`src/design/bridge_parity_consts.vh`:
```
// Constants of the bridge parity and error handling block.
`ifndef BRIDGE_PARITY_CONSTS_VH
`define BRIDGE_PARITY_CONSTS_VH

// ****************************************************************
// Register byte addresses.
// ****************************************************************
`define REG_PRI_COMMAND 8'h00
`define REG_PRI_STATUS 8'h04
`define REG_SEC_STATUS 8'h08
`define REG_BRIDGE_CTRL 8'h0C
`define REG_CFG_DATA 8'h10

// ****************************************************************
// Field positions.
// ****************************************************************
`define CMD_PERR_RESP 6
`define CMD_SERR_EN 8
`define BCTL_PERR_RESP 0
`define STAT_DATA_PERR 8
`define STAT_SIG_SERR 14
`define STAT_DET_PERR 15

// ****************************************************************
// Reset values and timing.
// ****************************************************************
`define PRI_COMMAND_RST 16'h0000
`define BRIDGE_CTRL_RST 16'h0000
`define STATUS_RST 16'h0000
`define CFG_DATA_RST 32'h00000000
`define PERR_LAG 2

`endif

```
`src/design/parity_check.v`:
```
// Even parity checker over address/data, command/byte enables and par.
`timescale 1ns/1ns

module parity_check #(
    parameter DATA_W = 32,
    parameter CMD_W = 4
) (
    // Bus lines of one phase.
    input wire [DATA_W-1:0] ad,
    input wire [CMD_W-1:0] cbe,
    input wire par,
    // Result.
    output wire bad
);

    // The set of all lines plus par must hold an even count of ones.
    assign bad = ^{ad, cbe, par};

endmodule // parity_check

```
`src/design/bridge_parity_error_handling.v`:
```
// Parity checking, forwarding and error reporting of a two-port bridge.
`timescale 1ns/1ns
`include "bridge_parity_consts.vh"

module bridge_parity_error_handling #(
    parameter DATA_W = 32,
    parameter CMD_W = 4
) (
    // Clock and reset.
    input wire clk_sys,
    input wire rst,
    // Register port.
    input wire [7:0] reg_addr,
    input wire [31:0] reg_wdata,
    input wire reg_write,
    input wire reg_read,
    output reg [31:0] reg_rdata,
    // Primary bus phases from the primary front end.
    input wire primary_addr_valid,
    input wire primary_data_valid,
    input wire [DATA_W-1:0] primary_ad,
    input wire [CMD_W-1:0] primary_cbe,
    input wire primary_par,
    input wire primary_hit,
    input wire primary_cfg_write,
    input wire primary_read_return,
    input wire primary_end,
    // Secondary bus phases from the secondary front end.
    input wire secondary_addr_valid,
    input wire secondary_data_valid,
    input wire [DATA_W-1:0] secondary_ad,
    input wire [CMD_W-1:0] secondary_cbe,
    input wire secondary_par,
    input wire secondary_hit,
    input wire secondary_read_return,
    input wire secondary_end,
    // Primary bus responses.
    output reg primary_devsel_n,
    output reg primary_target_ready_n,
    output wire primary_parity_error_n,
    output reg primary_system_error_n,
    // Secondary bus responses.
    output reg secondary_devsel_n,
    output wire secondary_parity_error_n,
    // Data forwarded from primary to secondary.
    output reg secondary_fwd_valid,
    output reg [DATA_W-1:0] secondary_fwd_ad,
    output reg [CMD_W-1:0] secondary_fwd_cbe,
    output reg secondary_fwd_par,
    // Data forwarded from secondary to primary.
    output reg primary_fwd_valid,
    output reg [DATA_W-1:0] primary_fwd_ad,
    output reg [CMD_W-1:0] primary_fwd_cbe,
    output reg primary_fwd_par
);

    // ************************************************************
    // Declarations.
    // ************************************************************
    reg [15:0] pri_command;
    reg [15:0] bridge_ctrl;
    reg [15:0] pri_status;
    reg [15:0] sec_status;
    reg [31:0] cfg_data;
    reg [31:0] next_rdata;
    reg [15:0] pri_status_set;
    reg [15:0] sec_status_set;
    reg [`PERR_LAG-1:0] pri_perr_pipe_n;
    reg [`PERR_LAG-1:0] sec_perr_pipe_n;
    wire pri_bad;
    wire sec_bad;
    wire pri_resp;
    wire sec_resp;
    wire serr_en;
    wire pri_addr_err;
    wire sec_addr_err;
    wire pri_cfg_err;
    wire pri_read_err;
    wire sec_read_err;
    wire serr_event;
    wire pri_perr_event;
    wire sec_perr_event;
    wire pri_fwd_take;
    wire [15:0] status_clear;

    // ************************************************************
    // Parity checkers, one per bus.
    // ************************************************************

    // The same checker serves the address and the data phases.
    parity_check #(
        .DATA_W(DATA_W),
        .CMD_W(CMD_W)
    ) u_pri_check (
        .ad(primary_ad),
        .cbe(primary_cbe),
        .par(primary_par),
        .bad(pri_bad)
    );

    parity_check #(
        .DATA_W(DATA_W),
        .CMD_W(CMD_W)
    ) u_sec_check (
        .ad(secondary_ad),
        .cbe(secondary_cbe),
        .par(secondary_par),
        .bad(sec_bad)
    );

    // ************************************************************
    // Control bits and error events.
    // ************************************************************

    // Enables taken from the command and bridge control registers.
    assign pri_resp = pri_command[`CMD_PERR_RESP];
    assign serr_en = pri_command[`CMD_SERR_EN];
    assign sec_resp = bridge_ctrl[`BCTL_PERR_RESP];

    // Address parity is checked on every address phase of each bus.
    assign pri_addr_err = primary_addr_valid & pri_bad;
    assign sec_addr_err = secondary_addr_valid & sec_bad;

    // Data phase errors split by the kind of transfer.
    assign pri_cfg_err = primary_data_valid & primary_cfg_write & pri_bad;
    assign pri_read_err = primary_data_valid & primary_read_return &
                          pri_bad;
    assign sec_read_err = secondary_data_valid & secondary_read_return &
                          sec_bad;

    // System error needs the enable and the response bit of the bus.
    assign serr_event = (pri_addr_err & serr_en & pri_resp) |
                        (sec_addr_err & serr_en & sec_resp);

    // Reported data errors on the primary bus.
    assign pri_perr_event = (pri_cfg_err & pri_resp) |
                            (pri_read_err & pri_resp);

    // Reported data errors on the secondary bus.
    assign sec_perr_event = sec_read_err & sec_resp;

    // Config writes stay local and are never forwarded.
    assign pri_fwd_take = primary_data_valid & ~primary_cfg_write;

    // Write-one-to-clear mask, valid only for a status write.
    assign status_clear = reg_wdata[15:0];

    // ************************************************************
    // Claiming the transaction.
    // ************************************************************

    // An address error under response suppresses the primary claim.
    always @(posedge clk_sys or posedge rst) begin
        if (rst) begin
            primary_devsel_n <= 1'b1;
        end else if (primary_addr_valid) begin
            primary_devsel_n <= ~(primary_hit &
                                  ~(pri_addr_err & pri_resp));
        end else if (primary_end) begin
            primary_devsel_n <= 1'b1;
        end
    end

    // The secondary claim follows the bridge control response bit.
    always @(posedge clk_sys or posedge rst) begin
        if (rst) begin
            secondary_devsel_n <= 1'b1;
        end else if (secondary_addr_valid) begin
            secondary_devsel_n <= ~(secondary_hit &
                                    ~(sec_addr_err & sec_resp));
        end else if (secondary_end) begin
            secondary_devsel_n <= 1'b1;
        end
    end

    // ************************************************************
    // Config write acceptance and system error.
    // ************************************************************

    // A config write is always accepted and stored, good or bad.
    always @(posedge clk_sys or posedge rst) begin
        if (rst) begin
            primary_target_ready_n <= 1'b1;
            cfg_data <= `CFG_DATA_RST;
        end else begin
            primary_target_ready_n <= ~(primary_data_valid &
                                        primary_cfg_write);
            if (primary_data_valid && primary_cfg_write) begin
                cfg_data <= primary_ad[31:0];
            end
        end
    end

    // The system error pin pulses one cycle after the address phase.
    always @(posedge clk_sys or posedge rst) begin
        if (rst) begin
            primary_system_error_n <= 1'b1;
        end else begin
            primary_system_error_n <= ~serr_event;
        end
    end

    // ************************************************************
    // Parity error pins.
    // ************************************************************

    // An active low shift chain puts the pulse two cycles after the
    // data phase, so the pin itself is the last flip-flop.
    always @(posedge clk_sys or posedge rst) begin
        if (rst) begin
            pri_perr_pipe_n <= {`PERR_LAG{1'b1}};
            sec_perr_pipe_n <= {`PERR_LAG{1'b1}};
        end else begin
            pri_perr_pipe_n <= {pri_perr_pipe_n[`PERR_LAG-2:0],
                                ~pri_perr_event};
            sec_perr_pipe_n <= {sec_perr_pipe_n[`PERR_LAG-2:0],
                                ~sec_perr_event};
        end
    end

    assign primary_parity_error_n = pri_perr_pipe_n[`PERR_LAG-1];
    assign secondary_parity_error_n = sec_perr_pipe_n[`PERR_LAG-1];

    // ************************************************************
    // Forwarding across the bridge.
    // ************************************************************

    // Data and par cross unchanged; parity is never regenerated, so a
    // bad phase reaches the other side still bad. Prefetched data that
    // the initiator never takes is dropped by the buffers upstream.
    // A parity error raised by the initiator on returned read data
    // is left to that initiator and changes nothing here.
    always @(posedge clk_sys or posedge rst) begin
        if (rst) begin
            secondary_fwd_valid <= 1'b0;
            secondary_fwd_ad <= {DATA_W{1'b0}};
            secondary_fwd_cbe <= {CMD_W{1'b0}};
            secondary_fwd_par <= 1'b0;
        end else begin
            secondary_fwd_valid <= pri_fwd_take;
            if (pri_fwd_take) begin
                secondary_fwd_ad <= primary_ad;
                secondary_fwd_cbe <= primary_cbe;
                secondary_fwd_par <= primary_par;
            end
        end
    end

    // Secondary data, including downstream read data, goes primary.
    always @(posedge clk_sys or posedge rst) begin
        if (rst) begin
            primary_fwd_valid <= 1'b0;
            primary_fwd_ad <= {DATA_W{1'b0}};
            primary_fwd_cbe <= {CMD_W{1'b0}};
            primary_fwd_par <= 1'b0;
        end else begin
            primary_fwd_valid <= secondary_data_valid;
            if (secondary_data_valid) begin
                primary_fwd_ad <= secondary_ad;
                primary_fwd_cbe <= secondary_cbe;
                primary_fwd_par <= secondary_par;
            end
        end
    end

    // ************************************************************
    // Status flags.
    // ************************************************************

    // Set terms of the two status registers.
    always @* begin
        pri_status_set = 16'h0000;
        sec_status_set = 16'h0000;
        pri_status_set[`STAT_DET_PERR] = pri_addr_err |
                                         pri_cfg_err |
                                         pri_read_err;
        pri_status_set[`STAT_SIG_SERR] = serr_event;
        pri_status_set[`STAT_DATA_PERR] = pri_read_err &
                                          pri_resp;
        sec_status_set[`STAT_DET_PERR] = sec_addr_err |
                                         sec_read_err;
        sec_status_set[`STAT_DATA_PERR] = sec_read_err &
                                          sec_resp;
    end

    // Flags clear by writing one; a set in the same cycle wins.
    always @(posedge clk_sys or posedge rst) begin
        if (rst) begin
            pri_status <= `STATUS_RST;
            sec_status <= `STATUS_RST;
        end else begin
            if (reg_write && reg_addr == `REG_PRI_STATUS) begin
                pri_status <= (pri_status & ~status_clear) |
                              pri_status_set;
            end else begin
                pri_status <= pri_status | pri_status_set;
            end
            if (reg_write && reg_addr == `REG_SEC_STATUS) begin
                sec_status <= (sec_status & ~status_clear) |
                              sec_status_set;
            end else begin
                sec_status <= sec_status | sec_status_set;
            end
        end
    end

    // ************************************************************
    // Control registers.
    // ************************************************************

    // Only the implemented enable bits are kept; others read as zero.
    always @(posedge clk_sys or posedge rst) begin
        if (rst) begin
            pri_command <= `PRI_COMMAND_RST;
            bridge_ctrl <= `BRIDGE_CTRL_RST;
        end else if (reg_write) begin
            if (reg_addr == `REG_PRI_COMMAND) begin
                pri_command <= 16'h0000;
                pri_command[`CMD_PERR_RESP] <= reg_wdata[`CMD_PERR_RESP];
                pri_command[`CMD_SERR_EN] <= reg_wdata[`CMD_SERR_EN];
            end
            if (reg_addr == `REG_BRIDGE_CTRL) begin
                bridge_ctrl <= 16'h0000;
                bridge_ctrl[`BCTL_PERR_RESP] <= reg_wdata[`BCTL_PERR_RESP];
            end
        end
    end

    // ************************************************************
    // Register read port.
    // ************************************************************

    // Read mux; unmapped addresses answer zero.
    always @* begin
        case (reg_addr)
            `REG_PRI_COMMAND: next_rdata = {16'h0000, pri_command};
            `REG_PRI_STATUS: next_rdata = {16'h0000, pri_status};
            `REG_SEC_STATUS: next_rdata = {16'h0000, sec_status};
            `REG_BRIDGE_CTRL: next_rdata = {16'h0000, bridge_ctrl};
            `REG_CFG_DATA: next_rdata = cfg_data;
            default: next_rdata = 32'h00000000;
        endcase
    end

    // Read data stand for one cycle only, zero at all other times,
    // which keeps stale values off the port between reads.
    always @(posedge clk_sys or posedge rst) begin
        if (rst) begin
            reg_rdata <= 32'h00000000;
        end else if (reg_read) begin
            reg_rdata <= next_rdata;
        end else begin
            reg_rdata <= 32'h00000000;
        end
    end

endmodule // bridge_parity_error_handling

```
`config.mk`:
```
export PLATFORM = sky130hd
export DESIGN_NAME = bridge_parity_error_handling
export DESIGN_NICKNAME = d
export VERILOG_FILES = /design/src/design/parity_check.v /design/src/design/bridge_parity_error_handling.v
export VERILOG_INCLUDE_DIRS = /design/src /design/src/design
export SDC_FILE = /design/constraint.sdc
export NUM_CORES = 1
export LEC_CHECK = 0
export BUFFER_PORTS_ARGS = -buffer_cell sky130_fd_sc_hd__buf_2
export CAP_MARGIN = 30
export CORE_UTILIZATION = 35
export CTS_CLUSTER_DIAMETER = 80
export DETAILED_ROUTE_END_ITERATION = 16
export MAX_ROUTING_LAYER = met4
export PLACE_DENSITY = 0.58
export SETUP_SLACK_MARGIN = 0.02
export SLEW_MARGIN = 5
export SYNTH_ARGS = -nofsm -noshare
export SYNTH_HDL_FRONTEND = slang
export SYNTH_HIERARCHICAL = 1
export SYNTH_SLANG_ARGS = --single-unit
export TNS_END_PERCENT = 30
```
`constraint.sdc`:
```
create_clock -name clk_sys -period 7.2 [get_ports clk_sys]
set_clock_uncertainty 0.05 [all_clocks]
set_input_delay 1.44 -clock clk_sys [delete_from_list [all_inputs] [get_ports clk_sys]]
set_output_delay 1.44 -clock clk_sys [all_outputs]
set_load 0.02 [all_outputs]
```
==> results of run 1 <==
==> flip-flops by register name, indices dropped and copies added (netlist names), 4 cells and up <==
name	cells
cfg_data	32
pri_status	16
primary_fwd_ad	32
primary_fwd_cbe	4
reg_rdata	32
sec_status	16
secondary_fwd_ad	32
secondary_fwd_cbe	4
==> final cells by class <==
cell class / count / share of cell area
multi-input cells: 334 / 0.302
clock inverters: 11 / 0.0164
flip-flops and latches: 183 / 0.470
well taps: 275 / 0.0352
diodes: 1 / 0.000256
clock buffers: 21 / 0.0472
inverters: 6 / 0.00282
repair buffers: 233 / 0.127
==> per-stage QoR <==
step                      instances  total power [mW]
after floorplan                 547              1.49
after CTS                      1059              2.65
after global routing           1064              2.75
after global placement         1026              1.65
after detailed placement       1027              1.66
final                          1064              2.63
==> worst min path at each step <==
| stage | slack [ps] | start | end |
|---|---|---|---|
| 2_1_floorplan | 300 | pri_perr_pipe_n[0] | pri_perr_pipe_n[1] |
| 3_3_place_gp | 300 | sec_perr_pipe_n[0] | sec_perr_pipe_n[1] |
| 3_5_place_dp | 300 | sec_perr_pipe_n[0] | sec_perr_pipe_n[1] |
| 4_1_cts | 310 | pri_perr_pipe_n[0] | pri_perr_pipe_n[1] |
| 5_1_grt | 310 | sec_perr_pipe_n[0] | sec_perr_pipe_n[1] |
| 6_report | 310 | sec_perr_pipe_n[0] | sec_perr_pipe_n[1] |
==> cell families (layout without fill, tap and decap cells) <==
family	after synthesis	after routing	synth area share
other cells	0	1	0
xor+xnor	70	70	0.0836
buf+inv	30	271	0.0184
flops	183	183	0.599
simple gates	77	77	0.0570
compound gates	75	75	0.0782
mux	112	112	0.164
==> worst register-to-register path: stages (launching register included) <==
cell and delay (ps):
dfrtp_1 390, and2_1 200, a32o_1 240, nand2_1 120
nand2_1 70
==> routing by layer <==
metal	routed length, um	global-route usage	vias to the layer above
met5	0	-	-
met2	9270	0.288	183
met4	167	0.0475	0
met1	8020	0.222	2517
met3	1160	0.0454	13
li1	-	-	2366
==> cells in the mapped netlist (all sizes together), types with 8 or more instances <==
cell    number
xor2        10
nor2        16
dfstp        8
a22oi       13
dfrtp      175
and2        18
o21a        24
nand2       24
mux2       111
clkbuf      10
o21ai        8
a22o        13
xnor2       58
buf         14
==> power breakdown <==
| group | switching, mW | internal [mW] | leakage [nW] |
|---|---|---|---|
| registers | 0.0460 | 1.12 | 2.26 |
| logic | 0.261 | 0.219 | 1.97 |
| clock network | 0.410 | 0.573 | 0.297 |
| total | 0.717 | 1.91 | 4.53 |
==> out/qor.txt, run 1 <==
status - finished clean
layout cells sized above 1 - 0.513
Max-Cap Viols - 0
vias in the first global route - 5,432
reg2reg setup slack - 6020 ps
Worst Hold Depth - 0
final slew viol count - 0
CP max-delay cell - xnor3_1
total gr overflow - 0
FF-to-FF Start - pri_command[6]
DR pass1 iterations - 4
FFs w/ async S/R, synth - 1.00
CTS tree - done
crit path launch type - primary input
Post-synth EDFFs - 0
Hold Crit Class - register to register
buffers plus inverters on the worst setup path - 1
Synth area leader - dfrtp_1
cell area after synthesis - 7670 um^2
Area Overhead vs Synth - 27.3%
RSZ-0062 raised after global routing - false
area taken by multi-input logic gates - 2940 um^2
peak supply drop - 0.000150 V
Fin Hold WS - 305 ps
CORE AREA - 21,200 um^2
worst path required time - 7510 ps
Synth Net Count - 676
final setup vio count - 0
worst reg2reg path endpoint - pri_status[14]
Main synth FF type - dfrtp_1
setup tns final - 0 ps
post-route ant nets - 0
post-synthesis sequential area ratio - 0.599
worst-path maximum fanout - 4
CTS Buf Count - 17
largest net degree at the start of global routing - 112
Detail Placement HPWL - 13.8 mm
P_leak - 4.53 nW
f_max - 316 MHz
CTS clock-pin slew for the worst setup and hold paths - 60 ps
most frequent cells in the layout - 226 x buf_2, 175 x dfrtp_1, 108 x mux2_2, 58 x xnor2_1
largest stage delay on the critical path - 370 ps
register bit total from synthesis - 183
Final Hold Viols - 0
CP Depth - 10
Die ar. - 22,500 um^2
final worst slack - 4030 ps
Max clock buf depth - 2
Top Family by Delay on Critical Path - XOR/XNOR gates
Post-CTS Setup Inserts - 0
Final nets - 904
critical path class - primary input to register
post-synth cell types - 43
final core utilization - 0.460
Slew headroom - 0.420
most used cell, CP - xnor2_1
gate count of the mapped netlist - 547
number of H-tree levels - 4
initial antenna violation count - 1
fin area - 9760 um^2
CP Capture Type - register
GRT Util Overall - 0.178
Starting Density - 0.361
Critical Path, Cell by Cell - buf_2, xor2_1, xnor2_1, xnor2_1, xnor3_1, xnor2_1, and2_1, a32o_1, nand2_1, nand2_1
worst skew pair latency - 420 ps
chip height - 150 um
global-route wire length before repair - 29.4 mm
FILL cells - 1,997
fin crit period - 3170 ps
most common cell after layout, fill and taps aside - buf_2
Top-Level Pins - 243
vias - 5,079
FF+latch area - 4590 um^2
WP data arrival - 3470 ps
Worst Tran Pin Value - 870 ps
area share of the largest cell type after synthesis - 0.571
DR vias/cell - 4.77
post-CTS sizing - 0
GPL Wtd Cong - 0.848
PortBufs - 226
PwrDens - 269 nW/um^2
CTS Hold Bufs - 0
Placed Area - 9060 um^2
drt total wl - 18.6 mm
synth top area cells - dfrtp_1 57%, mux2_2 16%, xnor2_1 6.6%
Rows - 53
DR WL/cell - 17.5 um
clock tree sinks - 183
CP endpoint - pri_status[14]
R2R cell count - 4
syn_area_per_cell - 14.0 um^2
Ys Warns - 6
DRC Markers - 0
period utilization - 0.440
crit path launch - primary_ad[0]
pre-CTS setup slack - 3550 ps
chip width - 150 um
Root Driver - clkbuf_16
DR iter-0 viols - 181
Note: power is estimated with default switching activity, not from simulation.
==> run 2, diff against run 1 <==
- ABC_AREA: default -> 1
- PLACE_DENSITY: 0.58 -> 0.57
- clock period: 7.2 -> 3 ns (I/O delays scaled with it)
==> run 2 against run 1 <==
Effect of this change: synthesized cell count up 110%; register-to-register slack worse by 4000 ps; area after synthesis is 14% higher.
==> out/qor.txt, run 2 <==
Hold Crit Class - primary input to asynchronous set/reset pin
CTS Hold Bufs - 0
Adder-Cell Fraction of Synth Area - 0
Slew headroom - 0.560
synth top area cells - dfrtp_1 50%, nand2_1 22%, inv_1 5.4%
CTS Buf Count - 17
CP Depth - 15
vias - 7,430
WP data arrival - 2140 ps
Critical Path, Cell by Cell - buf_2, xnor2_1, inv_1, nand2_1, nand2_1, nand2_1, nand2_1, nand2_1, nand2_2, nand3_1, nand2_1, nand3_1, nand2_1, nor2_1, nand2_1
DR iter-0 viols - 342
most frequent cells in the layout - 523 x nand2_1, 226 x buf_2, 175 x dfrtp_1, 124 x inv_1, 68 x nor2_1
most common cell in the netlist - nand2_1
Starting Density - 0.358
final slew viol count - 0
f_max - 533 MHz
worst-path maximum fanout - 3
CP Capture Type - register
period utilization - 0.626
crit path launch type - primary input
Root Driver - clkbuf_16
RSZ-0062 raised after global routing - false
register bit total from synthesis - 183
P_leak - 6.29 nW
drt total wl - 22.5 mm
CTS tree - done
status - finished clean
Top-Level Pins - 243
Area Overhead vs Synth - 23.8%
combinational family with the most area after synthesis - simple AND/OR/NAND/NOR gates
Synth Net Count - 1,262
Final Hold Viols - 0
initial antenna violation count - 7
most used cell, CP - nand2_1
final setup vio count - 0
DR WL/cell - 13.2 um
Detail Placement HPWL - 16.9 mm
Ys Warns - 6
multiplexer area fraction after synthesis - 0
Top Family by Delay on Critical Path - simple AND/OR/NAND/NOR gates
syn_area_per_cell - 7.74 um^2
Die ar. - 25,700 um^2
XOR/XNOR share of the synthesized area - 0.0380
CTS clock-pin slew for the worst setup and hold paths - 70 ps
CORE AREA - 24,500 um^2
top post-synthesis cells by count - 524 x nand2_1, 175 x dfrtp_1, 125 x inv_1
area fraction in compound gates after synthesis - 0.0659
worst path required time - 3260 ps
layout cells sized above 1 - 0.222
DRC Markers - 0
Simple-Gate Fraction of Synth Area - 0.300
number of H-tree levels - 4
Synth area leader - dfrtp_1
Max clock buf depth - 2
total power draw - 6.02 mW
GRT Util Overall - 0.188
Max-Cap Viols - 0
Worst Tran Pin Value - 659 ps
gate count of the mapped netlist - 1,133
post-synthesis sequential area ratio - 0.523
chip width - 160 um
Final nets - 1,487
largest stage delay on the critical path - 390 ps
fin crit period - 1880 ps
Rows - 57
most common cell after layout, fill and taps aside - nand2_1
clock tree sinks - 183
GPL Wtd Cong - 0.815
DR pass1 iterations - 4
area share of the largest cell type after synthesis - 0.500
peak supply drop - 0.000245 V
buffers plus inverters on the worst setup path - 2
post-route ant nets - 0
largest net degree at the start of global routing - 58
CP max-delay cell - xnor2_1
global-route wire length before repair - 37.0 mm
Post-synth EDFFs - 0
Main synth FF type - dfrtp_1
FFs w/ async S/R, synth - 1.00
PortBufs - 226
R2R cell count - 4
vias in the first global route - 7,249
post-synth cell types - 28
worst skew pair latency - 430 ps
critical path class - primary input to register
total gr overflow - 0
DR vias/cell - 4.37
setup tns final - 0 ps
chip height - 160 um
PwrDens - 554 nW/um^2
cell area after synthesis - 8770 um^2
Post-CTS Setup Inserts - 0
post-CTS sizing - 0
[run 2: path summary, 6_finish.rpt]
| check | start | end | slack, ps |
|---|---|---|---|
| setup / recovery | primary_ad[12] | pri_status[15] | 1120 |
| setup reg to reg | cfg_data[0] | reg_rdata[0] | 2060 |
| min in group clk_sys | secondary_hit | secondary_devsel_n | 290 |
| max in group asynchronous | rst | pri_perr_pipe_n[0] | 1890 |
| hold / removal | rst | reg_rdata[8] | 210 |
| hold reg to reg | sec_perr_pipe_n[0] | sec_perr_pipe_n[1] | 310 |
[run 2: per-layer routing]
layer  global-route usage  vias to the layer above  routed length, um
met1                0.243                     3373              10600
met4               0.0502                        0                318
met5                    -                        -                  0
met2                0.294                      144              10400
met3               0.0465                       19               1170
li1                     -                     3894                  -
[run 2: final cells by class]
class,instances,area (um^2)
Clock inverter,15,135
Sequential cell,183,4590
Timing Repair Buffer,233,1250
Fill cell,2449,13600
Clock buffer,17,425
Tap cell,324,405
Inverter,132,499
Multi-Input combinational cell,791,3540
Antenna cell,7,17.5
[run 2: metrics by stage]
| step | instance area [um^2] | hold WS (ps) | util | setup slack [ps] | cells |
|---|---|---|---|---|---|
| final | 10900 | 208 | 0.444 | 1120 | 1702 |
| after global routing | 10900 | 235 | 0.444 | 869 | 1702 |
| after CTS | 10800 | 209 | 0.443 | 1060 | 1695 |
| after detailed placement | 10300 | 297 | 0.420 | 611 | 1663 |
| after global placement | 10300 | 297 | 0.419 | 627 | 1662 |
| after floorplan | 8770 | 295 | - | 5.98 | 1133 |
[run 2: kinds of logic (layout without fill, tap and decap cells)]
group,after synthesis,after routing
other,0,7
buffers and inverters,159,397
and+or+nand+nor,651,651
DFF,183,183
xor gates and xnor gates,38,38
AOI/OAI and AO/OA,102,102
[run 2: power breakdown]
| group | switching, mW | internal [mW] | total, mW |
|---|---|---|---|
| combinational | 0.706 | 0.363 | 1.07 |
| sequential | 0.0977 | 2.66 | 2.76 |
| clock | 1.09 | 1.10 | 2.19 |
| total | 1.89 | 4.12 | 6.02 |
